$ cat config.mk
export PLATFORM = sky130hd
export DESIGN_NAME = iovfh_top
export DESIGN_NICKNAME = d
export VERILOG_FILES = /design/src/rtl/iovfh_pkg.sv /design/src/rtl/iovfh_top.sv
export VERILOG_INCLUDE_DIRS = /design/src /design/src/rtl
export SDC_FILE = /design/constraint.sdc
export NUM_CORES = 1
export LEC_CHECK = 0
export BUFFER_PORTS_ARGS = -buffer_cell sky130_fd_sc_hd__buf_2
export CORE_ASPECT_RATIO = 0.75
export CORE_UTILIZATION = 25
export DETAILED_ROUTE_END_ITERATION = 12
export SETUP_SLACK_MARGIN = 0.2
export SYNTH_ARGS = -nofsm -noshare
export SYNTH_HDL_FRONTEND = slang
export SYNTH_SLANG_ARGS = --single-unit
export TNS_END_PERCENT = 1
$ cat constraint.sdc
create_clock -name clk_sys_in -period 2.3 [get_ports clk_sys_in]
set_clock_uncertainty 0.1 [all_clocks]
set_input_delay 0.23 -clock clk_sys_in [delete_from_list [all_inputs] [get_ports clk_sys_in]]
set_output_delay 0.23 -clock clk_sys_in [all_outputs]
set_load 0.05 [all_outputs]
$ cat src/rtl/iovfh_defs.svh
`ifndef IOVFH_DEFS_SVH
`define IOVFH_DEFS_SVH

// ----------------------------------------------------------------------------
// Command codes
// ----------------------------------------------------------------------------
`define IOVFH_CMD_OV_FAULT_LIM   8'h55
`define IOVFH_CMD_OV_REACTION    8'h56
`define IOVFH_CMD_OV_WARN_LIM    8'h57
`define IOVFH_CMD_UV_WARN_LIM    8'h58
`define IOVFH_CMD_VENDOR_OPT     8'hE0
`define IOVFH_CMD_STATUS         8'hE8

// ----------------------------------------------------------------------------
// Field positions of the reaction byte and option byte
// ----------------------------------------------------------------------------
`define IOVFH_RESP_MSB           7
`define IOVFH_RESP_LSB           6
`define IOVFH_RETRY_MSB          5
`define IOVFH_RETRY_LSB          3
`define IOVFH_DELAY_MSB          2
`define IOVFH_DELAY_LSB          0
`define IOVFH_OPT_RATIO_BIT      0

// ----------------------------------------------------------------------------
// Field codes
// ----------------------------------------------------------------------------
`define IOVFH_RESP_IGNORE        2'h0
`define IOVFH_RESP_TOLERATE      2'h1
`define IOVFH_RESP_DISABLE       2'h2
`define IOVFH_RESP_RESUME        2'h3
`define IOVFH_RETRY_NONE         3'h0
`define IOVFH_RETRY_ENDLESS      3'h7

// ----------------------------------------------------------------------------
// Reset values
// ----------------------------------------------------------------------------
`define IOVFH_RST_OV_FAULT_LIM   16'hFFFF
`define IOVFH_RST_OV_REACTION    8'h80
`define IOVFH_RST_OV_WARN_LIM    16'hFFFF
`define IOVFH_RST_UV_WARN_LIM    16'h0000
`define IOVFH_RST_VENDOR_OPT     8'h00

`endif

$ cat src/rtl/iovfh_pkg.sv
package iovfh_pkg;

    // ------------------------------------------------------------------------
    // Fault response state machine
    // ------------------------------------------------------------------------
    typedef enum logic [2:0] {
        IOVFH_RUN,
        IOVFH_TOLERATE,
        IOVFH_RETRY_WAIT,
        IOVFH_HOLD_OFF,
        IOVFH_LATCHED_OFF
    } iovfh_state_e;

    typedef logic [15:0] iovfh_word_t;

endpackage : iovfh_pkg

$ cat src/rtl/iovfh_top.sv
`include "iovfh_defs.svh"

module iovfh_top (
    input  wire logic        clk_sys_in,      // System clock, 50 MHz
    input  wire logic        rst_in,          // Synchronous reset, active high
    input  wire logic [7:0]  cmd_code_in,     // Command code of the access
    input  wire logic        wr_en_in,        // Write strobe, one cycle
    input  wire logic [15:0] wr_data_in,      // Write data, low bits for bytes
    input  wire logic        rd_en_in,        // Read strobe, one cycle
    input  wire logic [15:0] vin_meas_in,     // Measured input voltage
    input  wire logic        unit_tick_in,    // One pulse per delay time unit
    input  wire logic        fault_clear_in,  // Host clears the fault
    input  wire logic        off_cmd_in,      // Converter commanded off
    input  wire logic        other_fault_in,  // Another shutdown fault
    output logic [15:0]      rd_data_out,     // Read data
    output logic             rd_valid_out,    // Read data valid pulse
    output logic             output_en_out,   // Converter output enable
    output logic             ov_fault_out,    // Over-voltage fault level
    output logic             ov_warn_out,     // Over-voltage warning level
    output logic             uv_warn_out,     // Under-voltage warning level
    output logic             ratio_reg_out    // Ratio regulation active
);

    // ------------------------------------------------------------------------
    // Declarations
    // ------------------------------------------------------------------------
    iovfh_pkg::iovfh_word_t    ov_fault_lim_r;
    logic [7:0]                ov_reaction_r;
    iovfh_pkg::iovfh_word_t    ov_warn_lim_r;
    iovfh_pkg::iovfh_word_t    uv_warn_lim_r;
    logic [7:0]                vendor_opt_r;
    iovfh_pkg::iovfh_state_e   state_r;
    iovfh_pkg::iovfh_state_e   state_nxt;
    logic [7:0]                unit_cnt_r;
    logic [2:0]                retry_cnt_r;
    logic                      fault_prev_r;
    logic [1:0]                resp;
    logic [2:0]                retry_set;
    logic [2:0]                delay_set;
    logic [8:0]                delay_units;
    logic                      delay_done;
    logic                      fault_now;
    logic                      new_fault;
    logic                      stop_retry;
    logic                      timer_run;

    // Reaction byte fields
    assign resp        = ov_reaction_r[`IOVFH_RESP_MSB:`IOVFH_RESP_LSB];
    assign retry_set   = ov_reaction_r[`IOVFH_RETRY_MSB:`IOVFH_RETRY_LSB];
    assign delay_set   = ov_reaction_r[`IOVFH_DELAY_MSB:`IOVFH_DELAY_LSB];

    // Delay length in time units and its end
    assign delay_units = 9'h001 << delay_set;
    assign delay_done  = unit_tick_in && (({1'b0, unit_cnt_r} + 9'h001) == delay_units);
    assign fault_now   = vin_meas_in > ov_fault_lim_r;
    assign new_fault   = fault_now && !fault_prev_r;
    assign stop_retry  = off_cmd_in || other_fault_in;
    assign timer_run   = (state_r == iovfh_pkg::IOVFH_TOLERATE) || (state_r == iovfh_pkg::IOVFH_RETRY_WAIT);

    // ------------------------------------------------------------------------
    // Register writes
    // ------------------------------------------------------------------------
    // Threshold, reaction and option registers
    always_ff @(posedge clk_sys_in) begin
        if (rst_in) begin
            ov_fault_lim_r <= `IOVFH_RST_OV_FAULT_LIM;
            ov_reaction_r  <= `IOVFH_RST_OV_REACTION;
            ov_warn_lim_r  <= `IOVFH_RST_OV_WARN_LIM;
            uv_warn_lim_r  <= `IOVFH_RST_UV_WARN_LIM;
            vendor_opt_r   <= `IOVFH_RST_VENDOR_OPT;
        end else if (wr_en_in) begin
            if (cmd_code_in == `IOVFH_CMD_OV_FAULT_LIM) begin
                ov_fault_lim_r <= wr_data_in;
            end else if (cmd_code_in == `IOVFH_CMD_OV_REACTION) begin
                ov_reaction_r <= wr_data_in[7:0];
            end else if (cmd_code_in == `IOVFH_CMD_OV_WARN_LIM) begin
                ov_warn_lim_r <= wr_data_in;
            end else if (cmd_code_in == `IOVFH_CMD_UV_WARN_LIM) begin
                uv_warn_lim_r <= wr_data_in;
            end else if (cmd_code_in == `IOVFH_CMD_VENDOR_OPT) begin
                vendor_opt_r <= wr_data_in[7:0];
            end
        end
    end

    // ------------------------------------------------------------------------
    // Register reads
    // ------------------------------------------------------------------------
    // Read data one cycle after the strobe, unmapped codes read zero
    always_ff @(posedge clk_sys_in) begin
        if (rst_in) begin
            rd_data_out  <= 16'h0000;
            rd_valid_out <= 1'b0;
        end else begin
            rd_valid_out <= rd_en_in;
            if (!rd_en_in) begin
                rd_data_out <= rd_data_out;
            end else if (cmd_code_in == `IOVFH_CMD_OV_FAULT_LIM) begin
                rd_data_out <= ov_fault_lim_r;
            end else if (cmd_code_in == `IOVFH_CMD_OV_REACTION) begin
                rd_data_out <= {8'h00, ov_reaction_r};
            end else if (cmd_code_in == `IOVFH_CMD_OV_WARN_LIM) begin
                rd_data_out <= ov_warn_lim_r;
            end else if (cmd_code_in == `IOVFH_CMD_UV_WARN_LIM) begin
                rd_data_out <= uv_warn_lim_r;
            end else if (cmd_code_in == `IOVFH_CMD_VENDOR_OPT) begin
                rd_data_out <= {8'h00, vendor_opt_r};
            end else if (cmd_code_in == `IOVFH_CMD_STATUS) begin
                rd_data_out <= {5'h00, state_r, retry_cnt_r, output_en_out,
                                ov_fault_out, ov_warn_out, uv_warn_out, ratio_reg_out};
            end else begin
                rd_data_out <= 16'h0000;
            end
        end
    end

    // ------------------------------------------------------------------------
    // Threshold comparators
    // ------------------------------------------------------------------------
    // Registered fault, warning and ratio regulation flags
    always_ff @(posedge clk_sys_in) begin
        if (rst_in) begin
            ov_fault_out  <= 1'b0;
            ov_warn_out   <= 1'b0;
            uv_warn_out   <= 1'b0;
            ratio_reg_out <= 1'b0;
            fault_prev_r  <= 1'b0;
        end else begin
            ov_fault_out  <= fault_now;
            ov_warn_out   <= vin_meas_in > ov_warn_lim_r;
            uv_warn_out   <= vin_meas_in < uv_warn_lim_r;
            ratio_reg_out <= vendor_opt_r[`IOVFH_OPT_RATIO_BIT] &&
                             (vin_meas_in < uv_warn_lim_r);
            fault_prev_r  <= fault_now;
        end
    end

    // ------------------------------------------------------------------------
    // Fault response state machine
    // ------------------------------------------------------------------------
    // Next state from response, retry setting and delay timer
    always_comb begin
        state_nxt = state_r;
        case (state_r)
            iovfh_pkg::IOVFH_RUN: begin
                if (fault_now) begin
                    case (resp)
                        `IOVFH_RESP_IGNORE:   state_nxt = iovfh_pkg::IOVFH_RUN;
                        `IOVFH_RESP_TOLERATE: state_nxt = iovfh_pkg::IOVFH_TOLERATE;
                        `IOVFH_RESP_DISABLE: begin
                            if (retry_set == `IOVFH_RETRY_NONE) begin
                                state_nxt = iovfh_pkg::IOVFH_LATCHED_OFF;
                            end else begin
                                state_nxt = iovfh_pkg::IOVFH_RETRY_WAIT;
                            end
                        end
                        default:              state_nxt = iovfh_pkg::IOVFH_HOLD_OFF;
                    endcase
                end
            end
            iovfh_pkg::IOVFH_TOLERATE: begin
                if (!fault_now) begin
                    state_nxt = iovfh_pkg::IOVFH_RUN;
                end else if (delay_done) begin
                    if (retry_set == `IOVFH_RETRY_NONE) begin
                        state_nxt = iovfh_pkg::IOVFH_LATCHED_OFF;
                    end else begin
                        state_nxt = iovfh_pkg::IOVFH_RETRY_WAIT;
                    end
                end
            end
            iovfh_pkg::IOVFH_RETRY_WAIT: begin
                if (retry_set == `IOVFH_RETRY_ENDLESS && stop_retry) begin
                    state_nxt = iovfh_pkg::IOVFH_LATCHED_OFF;
                end else if (delay_done) begin
                    if (!fault_now) begin
                        state_nxt = iovfh_pkg::IOVFH_RUN;
                    end else if (retry_set != `IOVFH_RETRY_ENDLESS &&
                                 (retry_cnt_r + 3'h1) >= retry_set) begin
                        state_nxt = iovfh_pkg::IOVFH_LATCHED_OFF;
                    end
                end
            end
            iovfh_pkg::IOVFH_HOLD_OFF: begin
                if (!fault_now) begin
                    state_nxt = iovfh_pkg::IOVFH_RUN;
                end
            end
            default: begin
                state_nxt = iovfh_pkg::IOVFH_LATCHED_OFF;
            end
        endcase
        if (fault_clear_in) begin
            state_nxt = iovfh_pkg::IOVFH_RUN;
        end
    end

    // State register and output enable
    always_ff @(posedge clk_sys_in) begin
        if (rst_in) begin
            state_r       <= iovfh_pkg::IOVFH_RUN;
            output_en_out <= 1'b1;
        end else begin
            state_r       <= state_nxt;
            output_en_out <= (state_nxt == iovfh_pkg::IOVFH_RUN) ||
                             (state_nxt == iovfh_pkg::IOVFH_TOLERATE);
        end
    end

    // ------------------------------------------------------------------------
    // Delay timer and retry counter
    // ------------------------------------------------------------------------
    // Time unit counter, restarted on a new fault, clear or each attempt
    always_ff @(posedge clk_sys_in) begin
        if (rst_in) begin
            unit_cnt_r <= 8'h00;
        end else if (fault_clear_in || new_fault || !timer_run || delay_done) begin
            unit_cnt_r <= 8'h00;
        end else if (unit_tick_in) begin
            unit_cnt_r <= unit_cnt_r + 8'h01;
        end
    end

    // Failed attempts since the fault began
    always_ff @(posedge clk_sys_in) begin
        if (rst_in) begin
            retry_cnt_r <= 3'h0;
        end else if (fault_clear_in || state_r == iovfh_pkg::IOVFH_RUN) begin
            retry_cnt_r <= 3'h0;
        end else if (state_r == iovfh_pkg::IOVFH_RETRY_WAIT && delay_done && fault_now &&
                     retry_cnt_r != 3'h7) begin
            retry_cnt_r <= retry_cnt_r + 3'h1;
        end
    end
endmodule // iovfh_top

Yosys cells after proc, flatten, opt, wreduce, memory -nomap -nowiden. Cells that the tools add are included.

Bits in registers: 100. Logic and storage cells: 89.

$add $sub $neg: 3. Magnitude comparators: 4. Eq/ne operators: 16. Shift-type cells: 1. Multiplexer cells: 18. Bitwise operators: 4. Reductions and logical operators: 28.

Operators with widths (number): 16-bit two-way mux (4); 8-bit by 7-bit equality test with 1-bit output, second input constant (4); 16-bit > comparator (2); 3-bit two-way mux (10); 11-bit two-way mux (2); 8-bit equality test, second input constant (2); 16-bit less-than comparator (1); 3-bit one-hot mux with 4 select lines (1); 8-bit by 1-bit adder with 9-bit output, second input constant (1); 9-bit equality test (1); 3-bit logical NOT (3); 3-bit one-hot mux with 3 select lines (1); 1-bit by 3-bit left shift with 9-bit output, first input constant (1); 8-bit by 1-bit adder with 8-bit output, second input constant (1); 1-bit logical AND (8); 1-bit logical OR (7); 3-bit by 1-bit equality test with 1-bit output, second input constant (2); 3-bit by 2-bit equality test with 1-bit output, second input constant (2); 3-bit != test, second input constant (2); 6-bit AND reduction (1); 5-bit AND reduction (1); 1-bit NOT (4); 4-bit AND reduction (1); 2-bit OR reduction (2); 9 further kinds (10).

Depth between registers and ports, before layout.
Word-level depth: 11. Depth in mapped cells: 10.

Least setup slack after synthesis. Ideal clock, no wire load.

Path kind: register to register. Start: reg unit_cnt_r[0]. End: reg retry_cnt_r[0]. Library setup time: 70 ps. Arrival: 2416 ps. Required time: 2130 ps. Slack: -286 ps. Stages on the path, launching flop included: 9. Cell sequence: dfxtp_1 > ha_1 > nand3_2 > o21ai_1 > nand2_1 > o311a_1 > or4_4 > or3_1 > a21oi_1.

Word-level cells in the longest chain between the ends: 6.

RTL lines: from (decl) (RTL line iovfh_top.sv:34) `logic [7:0] unit_cnt_r;`; from (signal assigned) (RTL line iovfh_top.sv:220) `unit_cnt_r <= unit_cnt_r + 8'h01;`; 8-bit by 1-bit adder with 9-bit output (RTL line iovfh_top.sv:54) `assign delay_done = unit_tick_in && (({1'b0, unit_cnt_r} + 9'h001) == delay_units);`; 9-bit equality test (RTL line iovfh_top.sv:54); 1-bit logical AND (RTL line iovfh_top.sv:54); 1-bit logical AND (3 in series) (RTL line iovfh_top.sv:230) `end else if (state_r == iovfh_pkg::IOVFH_RETRY_WAIT && delay_done && fault_now &&`; to (signal assigned) (RTL line iovfh_top.sv:232) `retry_cnt_r <= retry_cnt_r + 3'h1;`; to (decl) (RTL line iovfh_top.sv:35) `logic [2:0] retry_cnt_r;`.

No other way between the ends. A chain may end at the register's enable or synchronous reset.

Final worst setup path. Ends and elaborated chain as after synthesis.

==> flow_summary_export.csv <==
group,metric,value,unit
yosys,yosys_warnings,0,
drt,drt-met1-wl,9860,um
timing,drv_slew,0,
placement,io_buffers,69,
setup_path,crit_start,"unit_cnt_r[0]",
setup_path,cp-end-kind,"flop",
yosys,synth_nets,820,
timing,fmax,413,MHz
drt,ant_nets,0,
timing,layout_setup_ws,-0.122,ns
cts,htreeDepth,3,
setup_path,worstSetupPathType,"reg2reg",
cts,insertion_delay,0.36,ns
floorplanning,row_count,47,
yosys,yosysSeqAreaShare,0.343,
cts,cts_max_path_buffers,2,
drt,vias_per_cell,4.95,
setup_path,start_kind,"flop",
placement,placed_area,0.00696,mm^2
yosys,synthCells,719,
setup_path,critPathMaxFanout,6,
status,violations,"setup timing",
timing,rsz0062_at_grt,"true",
power_and_ir_drop,power.density,490,mW/mm^2
global_route,grt_pass1_vias,5312,
drt,highest_layer,"met5",
cells_and_area,final_area,0.00737,mm^2
setup_path,rr_startpoint,"unit_cnt_r[0]",
cts,clk_pin_slew,0.07,ns
cells_and_area,seq_area,0.00203,mm^2
drt,drc_errors,0,
setup_path,arrival,2.62,ns
timing,fin_setup_tns,-0.317,ns
global_route,grt_antenna_before_repair,2,
setup_path,cp_slowest_stage_delay,0.59,ns
cts,cts-root-buf,"clkbuf_16",
placement,dp.cells,1107,
drt,drt_iter0_markers,432,
timing,min_period,2.42,ns
timing,min_period_over_period,1.05,
floorplanning,die_area,0.0239,mm^2
timing,relSlewSlack,0.625,
min_path,hold_class,"in2reg",
setup_path,critical_path.cell_chain,"ha_4 > nand3_4 > o21ai_2 > nand2_1 > o311a_1 > or4_4 > or3_4 > a21oi_2",
floorplanning,initial_core_util,0.260,
yosys,ys_ff_latch,100,
cells_and_area,most-common-layout-cells,"97 x nand2_1, 87 x dfxtp_1, 69 x buf_2",
min_path,min_from,"wr_data_in[15]",
drt,dr.pass1.iters,5,
cells_and_area,multi_input_area,0.00359,mm^2
placement,place.gp.congestion,0.879,
drt,wl_met3,991,um
setup_path,crit_slowest_cell,"or4_4",
cts,cts.sinks,100,
cts,tritoncts,"done",
cells_and_area,n_antenna_cell,0,
yosys,avgSynthCellArea,8.11,um^2
drt,vias,5574,
cts,cts_hold_buffers,0,
placement,dpl.hpwl,14700,um
cells_and_area,fillers,2380,
timing,hold_slack,0.0319,ns
setup_path,cp_num_buf_inv,0,
cells_and_area,final_nets,927,
timing,finalHoldViolCount,0,
yosys,async_reset_ff_frac,0,
cells_and_area,drive_gt1_frac,0.231,
setup_path,r2r_slack,-0.12,ns
cells_and_area,syn2layout_area_growth,26.4,%
floorplanning,core_area,0.0225,mm^2
global_route,grt_max_degree,32,
yosys,netlist_area,0.00583,mm^2
cells_and_area,final_common_cell,"nand2_1",
floorplanning,fp.dieH,134,um
timing,worst_pin_slew,0.558,ns
drt,route.met2.wl,7880,um
drt,wirelength,18900,um
yosys,synth-edff-count,0,
flow_run,max_cap_violations,0,
setup_path,cp.required,2.49,ns
yosys,synthFlopType,"dfxtp_1",
cells_and_area,fin_cells,1125,
power_and_ir_drop,peakVddDrop,0.332,mV
floorplanning,ios,70,
timing,setup_viol,11,
power_and_ir_drop,p_leak,3.16,nW
cts,cts_buffers,9,
setup_path,cp_top_family,"simple AND/OR/NAND/NOR gates",
drt,post_drt_wl_per_cell,16.8,um
yosys,yosysUniqueCellTypes,58,
global_route,grt_pass1_wl,29700,um
global_route,track_usage,0.163,
status,status,"finished with violations",
global_route,overflow,0,
floorplanning,die_w,178,um
registers in the layout (all words and copies together) (netlist names), 3 cells and up:
signal and cells:
state_r 3, ov_reaction_r 8, rd_data_out 16, uv_warn_lim_r 16, retry_cnt_r 3, ov_warn_lim_r 16
unit_cnt_r 8, ov_fault_lim_r 16, vendor_opt_r 8
synthesized netlist by cell type (9+ instances only):
| master | instances | area share |
|---|---|---|
| nor3_1 | 12 | 0.010 |
| a221oi_1 | 9 | 0.014 |
| a21oi_1 | 49 | 0.042 |
| nand4_1 | 15 | 0.016 |
| ha_1 | 53 | 0.11 |
| xnor2_1 | 9 | 0.014 |
| mux2i_1 | 26 | 0.045 |
| dfxtp_1 | 100 | 0.34 |
| a21o_1 | 12 | 0.015 |
| o221ai_1 | 10 | 0.015 |
| inv_1 | 58 | 0.037 |
| a211oi_1 | 14 | 0.018 |
| nand2_1 | 98 | 0.063 |
| nand3_1 | 26 | 0.022 |
| o21ai_0 | 26 | 0.022 |
| o211ai_1 | 36 | 0.046 |
| nor2_1 | 52 | 0.033 |
| clkbuf_1 | 28 | 0.018 |
worst min-delay path: stages:
cell and delay (ns):
buf_2 0.10, nand2_1 0.05, o211ai_1 0.07
per-stage QoR:
stage,util,power [mW],worst slack [ns]
final,0.328,3.61,-0.122
after global routing,0.328,3.75,-0.197
after CTS,0.324,3.64,-0.111
after detailed placement,0.310,2.17,-0.149
after global placement,0.310,2.17,-0.169
after floorplan,-,2.00,0.0403
metal layers:
layer | track usage | vias up
li1 | - | 2791
met3 | 0.0289 | 16
met1 | 0.243 | 2615
met2 | 0.241 | 150
met5 | 0 | -
met4 | 0.0320 | 2
cell type report:
class / count / share of cell area
clock buffers: 13 / 0.0353
clock inverters: 3 / 0.00289
inverters: 58 / 0.0296
multi-input cells: 523 / 0.487
flip-flops and latches: 100 / 0.276
well taps: 294 / 0.0499
repair buffers: 134 / 0.119
power breakdown:
group / total (mW) / internal (mW) / switching [mW]
Sequential: 1.75 / 1.74 / 0.0110
Clock: 1.47 / 0.795 / 0.678
Combinational: 0.380 / 0.130 / 0.250
Total: 3.61 / 2.67 / 0.939
logic make-up after synthesis:
kind of cell,after synthesis,share of synthesized area
adder cells (fa/ha/maj),53,0.114
XOR/XNOR,14,0.0210
AO/OA/AOI/OAI,186,0.213
flip-flops,100,0.343
multiplexers,26,0.0446
AND/OR/NAND/NOR,244,0.198
buffers and inverters,96,0.0663
worst paths after layout:
check             cells past startpoint                  to
hold / removal                        3  ov_fault_lim_r[15]
setup / recovery                      8      retry_cnt_r[0]
hold reg to reg                       2   uv_warn_lim_r[13]
setup reg to reg                      8      retry_cnt_r[0]
repair_timing:
action / 4_1_cts / 5_1_grt
resized for setup: 9 / 24
pin swaps: 3 / 3
setup buffers: 1 / 1
setup endpoints to repair: 15 / 19
No activity file was read; power rests on OpenSTA's default activity.
